--- src/bst_pkg.sv ---
// Contract
// - Test mode select is sampled at each rising test clock edge.
// - Test data input is captured at each rising test clock edge.
// - Test data output changes on the falling test clock edge only.
// - Test data output driver floats whenever no shift is in progress.
// - Mode select, data input and test reset read as one when undriven.
// - Instruction register is four bits, loaded serially from test data input.
// - Instruction bits shift in only in the shift-instruction state.
// - Current instruction picks active data register and serial path.
// - Serial input goes to instruction or data register per mode select history.
// - Single-bit pass register is one stage between data input and output.
// - Pin chain shifts out cell 0 first.
// - Three-state control cell enables its output driver when holding one.
// - Pin chain ends at cell 267; each transmit output cell precedes control.
// - Test clock independent; scanning never disturbs normal switch operation. The code samples tck on clk_i; each tck phase must span one clk_i cycle.
// - Identification instruction loads revision, device, vendor and presence bit.
// - Codes: 0000 extest, 1111 bypass, 0010 ident, 0011 float, 0001 sample.
// - Float instruction disables every output and selects the single-bit register.
// - Identification: revision 31:28, device 27:12, vendor 11:1, bit 0 one.
package bst_pkg;
  localparam int IR_W = 4;
  localparam logic [3:0] IR_EXTEST = 4'h0;
  localparam logic [3:0] IR_SAMPLE = 4'h1;
  localparam logic [3:0] IR_IDCODE = 4'h2;
  localparam logic [3:0] IR_HIGHZ = 4'h3;
  localparam logic [3:0] IR_BYPASS = 4'hf;
  localparam logic [3:0] IR_CAPTURE = 4'h1;
  localparam logic [3:0] IR_RESET = IR_IDCODE;
  localparam int BSR_LEN = 268;
  localparam int N_STREAMS = 64;
  localparam int ID_W = 32;
  localparam int ID_REV_LSB = 28;
  localparam int ID_DEV_LSB = 12;
  localparam int ID_VEN_LSB = 1;
  localparam int CLK_NS = 20;
  localparam int TCK_MIN_NS = 100;
  localparam int TCK_MIN_CYC = (TCK_MIN_NS + CLK_NS - 1) / CLK_NS;
  localparam logic [7:0] REG_STATUS = 8'h00;
  localparam logic [7:0] REG_CTRL = 8'h04;
  localparam int STS_IR_LSB = 0;
  localparam int STS_STATE_LSB = 4;
  localparam int STS_OE_BIT = 20;
  localparam int CTRL_HOLD_BIT = 0;

  typedef enum logic [15:0] {
    ST_RESET = 16'h0001, ST_IDLE = 16'h0002, ST_SEL_DR = 16'h0004,
    ST_CAP_DR = 16'h0008, ST_SH_DR = 16'h0010, ST_EX1_DR = 16'h0020,
    ST_PAU_DR = 16'h0040, ST_EX2_DR = 16'h0080, ST_UPD_DR = 16'h0100,
    ST_SEL_IR = 16'h0200, ST_CAP_IR = 16'h0400, ST_SH_IR = 16'h0800,
    ST_EX1_IR = 16'h1000, ST_PAU_IR = 16'h2000, ST_EX2_IR = 16'h4000,
    ST_UPD_IR = 16'h8000
  } bst_state_t;

  // Receive stream n input cell
  function automatic int bst_rx_cell(input int n);
    if (n >= 56) return 76 + (63 - n);
    else if (n >= 40) return 116 + (55 - n);
    else if (n >= 24) return 164 + (39 - n);
    else if (n >= 8) return 212 + (23 - n);
    else return 260 + (7 - n);
  endfunction

  // Transmit stream n output cell; its control cell is the next one
  function automatic int bst_tx_cell(input int n);
    if (n >= 48) return 84 + 2 * (63 - n);
    else if (n >= 32) return 132 + 2 * (47 - n);
    else if (n >= 16) return 180 + 2 * (31 - n);
    else return 228 + 2 * (15 - n);
  endfunction

  function automatic bst_state_t bst_next(input bst_state_t s, input logic tms);
    case (s)
      ST_RESET: return tms ? ST_RESET : ST_IDLE;
      ST_IDLE: return tms ? ST_SEL_DR : ST_IDLE;
      ST_SEL_DR: return tms ? ST_SEL_IR : ST_CAP_DR;
      ST_CAP_DR: return tms ? ST_EX1_DR : ST_SH_DR;
      ST_SH_DR: return tms ? ST_EX1_DR : ST_SH_DR;
      ST_EX1_DR: return tms ? ST_UPD_DR : ST_PAU_DR;
      ST_PAU_DR: return tms ? ST_EX2_DR : ST_PAU_DR;
      ST_EX2_DR: return tms ? ST_UPD_DR : ST_SH_DR;
      ST_UPD_DR: return tms ? ST_SEL_DR : ST_IDLE;
      ST_SEL_IR: return tms ? ST_RESET : ST_CAP_IR;
      ST_CAP_IR: return tms ? ST_EX1_IR : ST_SH_IR;
      ST_SH_IR: return tms ? ST_EX1_IR : ST_SH_IR;
      ST_EX1_IR: return tms ? ST_UPD_IR : ST_PAU_IR;
      ST_PAU_IR: return tms ? ST_EX2_IR : ST_PAU_IR;
      ST_EX2_IR: return tms ? ST_UPD_IR : ST_SH_IR;
      ST_UPD_IR: return tms ? ST_SEL_DR : ST_IDLE;
      default: return ST_RESET;
    endcase
  endfunction
endpackage

--- src/bst_tap.sv ---
`timescale 1ns/10ps
module bst_tap import bst_pkg::*; #(
  parameter logic [3:0] ID_REVISION = 4'h1,   // Arbitrary value
  parameter logic [15:0] ID_DEVICE = 16'h5a5a, // Arbitrary value
  parameter logic [10:0] ID_VENDOR = 11'h155   // Arbitrary value
) (
  input wire logic clk_i,
  input wire logic rst_i,
  input wire logic tck_i,
  input wire logic tms_i,
  input wire logic tdi_i,
  input wire logic trst_n_i,
  output logic tdo_o,
  output logic tdo_oe_o,
  input wire logic [N_STREAMS-1:0] rx_i,
  input wire logic [N_STREAMS-1:0] core_tx_i,
  input wire logic [N_STREAMS-1:0] core_tx_oe_i,
  output logic [N_STREAMS-1:0] tx_o,
  output logic [N_STREAMS-1:0] tx_oe_o,
  input wire logic wb_cyc_i,
  input wire logic wb_stb_i,
  input wire logic wb_we_i,
  input wire logic [7:0] wb_adr_i,
  input wire logic [3:0] wb_sel_i,
  input wire logic [31:0] wb_dat_i,
  output logic [31:0] wb_dat_o,
  output logic wb_ack_o
);
  logic [2:0] tck_sync;
  logic [1:0] tms_sync;
  logic [1:0] tdi_sync;
  logic [1:0] trst_sync;
  logic [N_STREAMS-1:0] rx_meta;
  logic [N_STREAMS-1:0] rx_sync;
  logic tck_rise;
  logic tck_fall;
  logic tap_reset;
  logic ctrl_hold;
  bst_state_t state;
  logic [IR_W-1:0] ir_sr;
  logic [IR_W-1:0] ir;
  logic sel_bsr;
  logic sel_id;
  logic byp;
  logic [ID_W-1:0] id_sr;
  logic [ID_W-1:0] id_value;
  logic [BSR_LEN-1:0] pin_chain_register;
  logic [BSR_LEN-1:0] bsr_upd;
  logic [BSR_LEN-1:0] bsr_cap;
  logic next_tdo;
  logic wb_req;

  // Undriven pins settle high, so the mode select, data input and test reset synchronisers start at one
  always_ff @(posedge clk_i) begin
    if (rst_i) begin
      tck_sync <= 3'h0;
      tms_sync <= 2'h3;
      tdi_sync <= 2'h3;
      trst_sync <= 2'h3;
    end else begin
      tck_sync <= {tck_sync[1:0], tck_i};
      tms_sync <= {tms_sync[0], tms_i};
      tdi_sync <= {tdi_sync[0], tdi_i};
      trst_sync <= {trst_sync[0], trst_n_i};
    end
  end

  always_ff @(posedge clk_i) begin
    rx_meta <= rx_i;
    rx_sync <= rx_meta;
  end

  // Test clock needs each phase to span at least one system clock to be seen
  assign tck_rise = tck_sync[1] & ~tck_sync[2];
  assign tck_fall = ~tck_sync[1] & tck_sync[2];
  assign tap_reset = rst_i | ~trst_sync[1] | ctrl_hold;

  always_ff @(posedge clk_i) begin
    if (tap_reset) begin
      state <= ST_RESET;
    end else if (tck_rise) begin
      state <= bst_next(state, tms_sync[1]);
    end
  end

  always_ff @(posedge clk_i) begin
    if (tap_reset) begin
      ir_sr <= IR_CAPTURE;
      ir <= IR_RESET;
    end else begin
      if (tck_rise && state == ST_CAP_IR) begin
        ir_sr <= IR_CAPTURE;
      end else if (tck_rise && state == ST_SH_IR) begin
        ir_sr <= {tdi_sync[1], ir_sr[IR_W-1:1]};
      end
      if (state == ST_RESET) begin
        ir <= IR_RESET;
      end else if (tck_fall && state == ST_UPD_IR) begin
        ir <= ir_sr;
      end
    end
  end

  // Reserved codes fall back to the single-bit path
  assign sel_bsr = (ir == IR_EXTEST) || (ir == IR_SAMPLE);
  assign sel_id = (ir == IR_IDCODE);

  assign id_value = {ID_REVISION, ID_DEVICE, ID_VENDOR, 1'b1};

  always_comb begin
    bsr_cap = bsr_upd;
    for (int n = 0; n < N_STREAMS; n++) begin
      bsr_cap[bst_rx_cell(n)] = rx_sync[n];
      bsr_cap[bst_tx_cell(n)] = tx_o[n];
      bsr_cap[bst_tx_cell(n) + 1] = tx_oe_o[n];
    end
  end

  always_ff @(posedge clk_i) begin
    if (tap_reset) begin
      byp <= 1'b0;
      id_sr <= '0;
      pin_chain_register <= '0;
    end else if (tck_rise && state == ST_CAP_DR) begin
      byp <= 1'b0;
      if (sel_id) begin
        id_sr <= id_value;
      end
      if (sel_bsr) begin
        pin_chain_register <= bsr_cap;
      end
    end else if (tck_rise && state == ST_SH_DR) begin
      if (sel_bsr) begin
        pin_chain_register <= {tdi_sync[1], pin_chain_register[BSR_LEN-1:1]};
      end else if (sel_id) begin
        id_sr <= {tdi_sync[1], id_sr[ID_W-1:1]};
      end else begin
        byp <= tdi_sync[1];
      end
    end
  end

  // Update stage keeps pin values steady while the chain shifts
  always_ff @(posedge clk_i) begin
    if (tap_reset) begin
      bsr_upd <= '0;
    end else if (tck_fall && state == ST_UPD_DR && sel_bsr) begin
      bsr_upd <= pin_chain_register;
    end
  end

  always_comb begin
    if (state == ST_SH_IR) begin
      next_tdo = ir_sr[0];
    end else if (sel_bsr) begin
      next_tdo = pin_chain_register[0];
    end else if (sel_id) begin
      next_tdo = id_sr[0];
    end else begin
      next_tdo = byp;
    end
  end

  always_ff @(posedge clk_i) begin
    if (rst_i || !trst_sync[1]) begin
      tdo_o <= 1'b0;
      tdo_oe_o <= 1'b0;
    end else if (tck_fall) begin
      tdo_o <= next_tdo;
      tdo_oe_o <= (state == ST_SH_DR) || (state == ST_SH_IR);
    end
  end

  // Core path stays live except under extest or float
  always_ff @(posedge clk_i) begin
    if (rst_i) begin
      tx_o <= '0;
      tx_oe_o <= '0;
    end else begin
      for (int n = 0; n < N_STREAMS; n++) begin
        if (ir == IR_HIGHZ) begin
          tx_o[n] <= core_tx_i[n];
          tx_oe_o[n] <= 1'b0;
        end else if (ir == IR_EXTEST) begin
          tx_o[n] <= bsr_upd[bst_tx_cell(n)];
          tx_oe_o[n] <= bsr_upd[bst_tx_cell(n) + 1];
        end else begin
          tx_o[n] <= core_tx_i[n];
          tx_oe_o[n] <= core_tx_oe_i[n];
        end
      end
    end
  end

  assign wb_req = wb_cyc_i & wb_stb_i & ~wb_ack_o;

  always_ff @(posedge clk_i) begin
    if (rst_i) begin
      wb_ack_o <= 1'b0;
      wb_dat_o <= '0;
      ctrl_hold <= 1'b0;
    end else begin
      wb_ack_o <= wb_req;
      wb_dat_o <= '0;
      if (wb_req && !wb_we_i && wb_adr_i == REG_STATUS) begin
        wb_dat_o[STS_IR_LSB +: IR_W] <= ir;
        wb_dat_o[STS_STATE_LSB +: 16] <= state;
        wb_dat_o[STS_OE_BIT] <= tdo_oe_o;
      end else if (wb_req && !wb_we_i && wb_adr_i == REG_CTRL) begin
        wb_dat_o[CTRL_HOLD_BIT] <= ctrl_hold;
      end
      // Write lands at the edge where the master sees ack, as classic cycles expect
      if (wb_cyc_i && wb_stb_i && wb_ack_o && wb_we_i &&
          wb_adr_i == REG_CTRL && wb_sel_i[0]) begin
        ctrl_hold <= wb_dat_i[CTRL_HOLD_BIT];
      end
    end
  end
endmodule

--- config.mk ---
export PLATFORM = sky130hd
export DESIGN_NAME = bst_tap
export DESIGN_NICKNAME = d
export VERILOG_FILES = /design/src/bst_pkg.sv /design/src/bst_tap.sv
export SDC_FILE = /design/constraint.sdc
export NUM_CORES = 2
export LEC_CHECK = 0
export BUFFER_PORTS_ARGS = -buffer_cell sky130_fd_sc_hd__buf_2
export CAP_MARGIN = 0
export CORE_UTILIZATION = 45
export DETAILED_ROUTE_END_ITERATION = 6
export GPL_TIMING_DRIVEN = 0
export PLACE_DENSITY = 0.65
export REMOVE_ABC_BUFFERS = 1
export SYNTH_ARGS = -nofsm -noshare
export SYNTH_HDL_FRONTEND = slang
export SYNTH_SLANG_ARGS = --single-unit
--- constraint.sdc ---
create_clock -name clk_i -period 3.5 [get_ports clk_i]
set_input_delay 0.7 -clock clk_i [delete_from_list [all_inputs] [get_ports clk_i]]
set_output_delay 0.7 -clock clk_i [all_outputs]
set_load 0.1 [all_outputs]
* After elaboration in Yosys (flattened, before gate mapping)
Cells that the tools add are included.
** Storage, ports and cells
- Flip-flop bits (word level) :: 894
- Bits of input ports :: 245
- Output and inout port bits :: 163
- Word-level logic and storage cells :: 1081
** Cells by class
- Add/subtract/negate cells :: 64
- Magnitude comparators :: 128
- Equality and inequality tests :: 25
- Muxes and demuxes :: 795
- Bitwise gates (word level) :: 13
- Reduce and logical (&&, ||, !) cells :: 34
** Operators with widths (number)
- $mux W32 :: 197
- $lt A32 B11 Y1 const B :: 128
- $add A32 B2 Y32 const B :: 64
- $bmux W1 S9 :: 128
- $mux W268 :: 4
- $mux W1 :: 453
- $pmux W16 S12 :: 1
- $mux W16 :: 2
- $mux W9 :: 2
- $eq A16 B1 Y1 const B :: 1
- $eq A16 B10 Y1 const B :: 1
- $eq A16 B11 Y1 const B :: 1
- $eq A16 B12 Y1 const B :: 1
- $eq A16 B13 Y1 const B :: 1
- $eq A16 B14 Y1 const B :: 1
- $eq A16 B15 Y1 const B :: 1
- $eq A16 B16 Y1 const B :: 1
- $eq A16 B2 Y1 const B :: 1
- $eq A16 B3 Y1 const B :: 1
- $eq A16 B4 Y1 const B :: 1
- $eq A16 B5 Y1 const B :: 1
- $eq A16 B6 Y1 const B :: 1
- $eq A16 B7 Y1 const B :: 1
- $eq A16 B8 Y1 const B :: 1
- 27 further kinds :: 65

* Depth between registers and ports, before layout
- Word-level depth :: 9
- Depth in mapped cells :: 9

* Worst setup path before layout
Ideal clock, no wire load.
- Path type :: flip-flop to flip-flop
- Start point :: register state[0]
- End point :: register id_sr[12]
- Data arrival time :: 2.151 ns
- Data required time :: 3.368 ns
- Path slack :: 1.217 ns
- Stages on the path, launching flop included :: 9
- Buffers on the path :: 3
- Cell sequence :: dfxtp_1 clkbuf_1 nor4_4 a22oi_2 or4_1 clkbuf_1 clkbuf_1 nand2_1 a21oi_1
** On the way
- Longest elaborated chain between the ends :: 4
- Elaborated cells between the ends (all ways) :: 10
- Those cells by class :: 5 x eq/ne; 1 x mux; 4 x reduce/logical
** RTL lines
- start, declared :: line bst_tap.sv:39 : bst_state_t state;
- start signal, assigned :: line bst_tap.sv:82 : state <= bst_next(state, tms_sync[1]);
- $eq A16 B5 Y1 or $eq A16 B4 Y1 (tied branches) :: line bst_tap.sv:132, bst_tap.sv:124
- $logic_and A1 B1 Y1, on equally long branches :: line bst_tap.sv:132, bst_tap.sv:124
- $ne A2 B2 Y1 (no source line) (tied with other cells)
- $reduce_and A4 Y1 (no source line)
- end signal, assigned :: line bst_tap.sv:127 : id_sr <= id_value;
- end signal, assigned :: line bst_tap.sv:136 : id_sr <= {tdi_sync[1], id_sr[ID_W-1:1]};
- end, declared :: line bst_tap.sv:45 : logic [ID_W-1:0] id_sr;
Parallel ways exist; a longest one is shown, timed or not.
A chain may end at the register's enable or synchronous reset.

* Worst setup path after layout
- Start point :: register state[3]
- End point :: register pin_chain_register[139]
** On the way
- Longest elaborated chain between the ends :: 4
- Elaborated cells between the ends (all ways) :: 9
- Those cells by class :: 4 x eq/ne; 1 x mux; 4 x reduce/logical
** RTL lines
- $eq A16 B5 Y1 or $eq A16 B4 Y1 (tied branches) :: line bst_tap.sv:132, bst_tap.sv:124
- $logic_and A1 B1 Y1, on equally long branches :: line bst_tap.sv:132, bst_tap.sv:124
- $ne A2 B2 Y1 (no source line) or $reduce_bool A2 Y1 (tied branches)
- $reduce_and A3 Y1 (no source line)
- end signal, assigned :: line bst_tap.sv:130 : pin_chain_register <= bsr_cap;
- end signal, assigned :: line bst_tap.sv:134 : pin_chain_register <= {tdi_sync[1], pin_chain_register[BSR_LEN-1:1]};
- end, declared :: line bst_tap.sv:47 : logic [BSR_LEN-1:0] pin_chain_register;
Parallel ways exist; a longest one is shown, timed or not.

==> flow_summary.yaml <==
run_status:
  status: "finished, final reports clean"
pwr:
  p_leak_nw: 12.8
  worst_ir_drop_vdd_uv: 467
  finalPower_mw: 20.0
  powerDensity_mw_per_mm2: 577
setup_path:
  r2r-start: "state[3]"
  crit_top_cell: "buf_6"
  cpPeakStageDelay_ps: 590
  crit_path_start_kind: "flop"
  worstPathMaxFanout: 20
  path_cells: "nor4b_1 -> a22oi_2 -> nor4_4 -> buf_4 -> buf_6 -> buf_6 -> buf_6 -> buf_6 -> buf_6 -> o21ai_0 -> a31oi_1"
  cp_slowest_cell: "nor4b_1"
  end_kind: "flop"
  criticalPathCategory: "flop to flop"
  crit_required_ps: 4060
  critPathLaunch: "state[3]"
  arrival_ps: 3880
sta:
  finalSetupViolCount: 0
  timing.fmax_mhz: 301
  fin_tns_setup_ps: 0
  drv_slew: 0
  clock_skew_ps: 18.2
  slew_headroom_pct: 31.6
  fin_crit_ps: 3320
  layout_setup_ws_ps: 178
  final_hold_viol_count: 0
  period_share_pct: 94.9
  rsz0062_at_grt: "no"
  tightest_slew_ps: 1020
cts:
  cts_tree: "built"
  cts_sinks: 819
  cts_max_path_buffers: 3
  clockRootBuffer: "clkbuf_16"
  numCtsBuffers: 85
  cts_hold_buf: 0
  clkTransAtPathRegs_ps: 60
  clock_latency_ps: 640
  htreeDepth: 3
placement:
  dp_cells: 4454
  hpwl_um: 47400
  numPortBuffers: 362
  place_congestion: 0.814
  post-place-ws_ps: -374
die:
  die_w_um: 254
  die_area_sq_mm: 0.0646
  num_io_pins: 408
  fp-row-count: 92
  initial_core_util_pct: 45.4
  coreArea_sq_mm: 0.0630
  die-height_um: 254
synth:
  ys_ff_latch: 819
  ys_warn_count: 0
  avgSynthCellArea_sq_um: 8.26
  async_reset_ff_share_pct: 0
  synthFlopType: "dfxtp_1"
  yosysSeqAreaShare_pct: 57.3
  synth.distinct_cells: 50
  synth_edf_count: 0
  syn_area_sq_mm: 0.0286
  synthCells: 3460
global_routing:
  grt_pass1_vias: 23000
  antenna_found_initial: 21
  grt_max_degree: 75
  grt_pass1_wl_um: 122000
  overflow: 0
  grt.total_usage_pct: 23.2
detailed_routing:
  post-route-drc-count: 0
  post_drt_via_cell_ratio: 5.27
  vias: 24400
  drt-total-wl_um: 76400
  avgRoutedWirePerCell_um: 16.5
  postRouteAntennaNets: 0
  drt_iter0_drc: 1557
  drt-pass1-iter-count: 6
finish:
  stdcell_count: 4629
  fin_nets: 3948
  drive_gt1_share_pct: 16.4
  fillerInstances: 5781
  area_growth_pct: 21.3
hold_path:
  min_from: "rx_i[37]"
  hold_class: "primary input to flop"
flow_run:
  cap_violations: 0
-- power breakdown --
| group | switching [mW] | internal [mW] | leakage (nW) |
|---|---|---|---|
| sequential | 0.0652 | 9.49 | 6.68 |
| combinational | 0.949 | 0.233 | 4.72 |
| clock | 3.81 | 5.48 | 1.44 |
| total | 4.82 | 15.2 | 12.8 |
-- stage by stage --
| stage | area (sq um) | hold slack [ps] | util, % |
|---|---|---|---|
| after floorplan | 27400 | 310 | - |
| after global placement | 30200 | 310 | 48.0 |
| after detailed placement | 31700 | 312 | 50.3 |
| after CTS | 34600 | 123 | 55.0 |
| after global routing | 34700 | 126 | 55.1 |
| final | 34700 | 156 | 55.1 |
-- final cells by class --
type | instances | area (sq um) | share of cell area (%)
well taps | 846 | 1060 | 3.05
repair buffers | 447 | 3270 | 9.42
clock buffers | 122 | 2470 | 7.11
multi-input cells | 2347 | 11000 | 31.8
inverters | 3 | 11.3 | 0.0325
flip-flops and latches | 819 | 16400 | 47.3
diodes | 7 | 17.5 | 0.0505
clock inverters | 38 | 452 | 1.30
-- path summary, 6_finish.rpt --
check             slack, ps                       to  cells after the start
setup reg to reg        180  pin_chain_register[139]                     11
hold / removal          160              rx_meta[37]                      1
setup / recovery        180  pin_chain_register[139]                     11
hold reg to reg         320               rx_sync[3]                      0
-- flip-flops by register name, indices dropped and copies added (netlist names), 2 cells and up --
signal,cells
pin_chain_register,268
bsr_upd,204
rx_meta,64
rx_sync,64
tx_o,64
tx_oe_o,64
id_sr,32
wb_dat_o,21
state,16
ir,4
ir_sr,4
tck_sync,3
tdi_sync,2
tms_sync,2
trst_sync,2
-- synth_stat cells, types with 2 or more instances --
library cell,number,area [sq um]
o221a_1,10,113
nand3_1,23,115
and3_1,3,18.8
o221a_2,5,56.3
and4_1,2,17.5
buf_4,12,90.1
and2_1,22,138
a22o_1,3,26.3
a21oi_1,357,1790
o21ai_1,130,651
nor4_1,7,43.8
a32oi_1,2,17.5
dfxtp_1,819,16400
nand4_1,7,43.8
nor2_1,35,131
clkbuf_1,197,739
nand2_1,1228,4610
a31oi_1,269,1680
o21ai_0,143,716
nor3_1,13,65.1
or4_1,6,45.0
a22oi_1,9,67.6
nor4b_1,7,61.3
nor2b_1,6,37.5
or2_2,9,56.3
xnor2_1,5,43.8
nor4_4,4,85.1
buf_2,84,420
nand4b_1,2,17.5
o22ai_1,2,12.5
a211oi_1,2,15.0
buf_1,8,30.0
mux2i_1,6,60.1
inv_1,3,11.3
nand2b_1,5,31.3
-- worst max-delay path: cells and delay by family, from the launching register on --
family / cells / cell delay, ps
buffers and inverters: 6 / 1150
flip-flops: 1 / 510
AND/OR/NAND/NOR: 2 / 1020
AO/OA/AOI/OAI: 3 / 530
-- routing by layer --
layer / GRT usage, % / wire length (um) / vias up
li1: - / - / 12100
met1: 29.9 / 34100 / 11400
met2: 38.0 / 35200 / 623
met3: 5.39 / 4730 / 167
met4: 8.24 / 2200 / 24
met5: 0 / 144 / -
-- cells in the final DEF (no fill, tap or decap), types with 9 or more instances in the layout --
cell type and count:
nand2_1 1228, dfxtp_1 819, buf_2 361, a21oi_1 357, a31oi_1 269, o21ai_0 143, o21ai_1 130, clkbuf_16 86
nor2_1 32, and2_1 22, nand3_1 22, buf_8 22, buf_6 19, buf_12 19, clkinv_2 18, clkbuf_8 18
clkbuf_1 18, buf_16 17, nor3_1 13, conb_1 11, o221a_1 10, a22oi_1 9, buf_4 9
-- logic make-up (layout without fill, tap and decap cells) --
group / Yosys count / in the layout / share of synthesized area (%)
AOI/OAI and AO/OA: 938 / 938 / 18.2
xor gates and xnor gates: 6 / 6 / 0.184
muxes: 6 / 6 / 0.210
buffers and inverters: 304 / 610 / 4.52
DFF: 819 / 819 / 57.3
and+or+nand+nor: 1386 / 1386 / 19.6
other: 1 / 18 / 0.0131
-- repair_timing --
item                       4_1_cts  5_1_grt
pin swaps                        1        4
gates resized for setup          1        1
cloned                           0        0
setup buffers                    3        5
setup endpoints to repair      154       30
(Power assumes the default switching activity.)
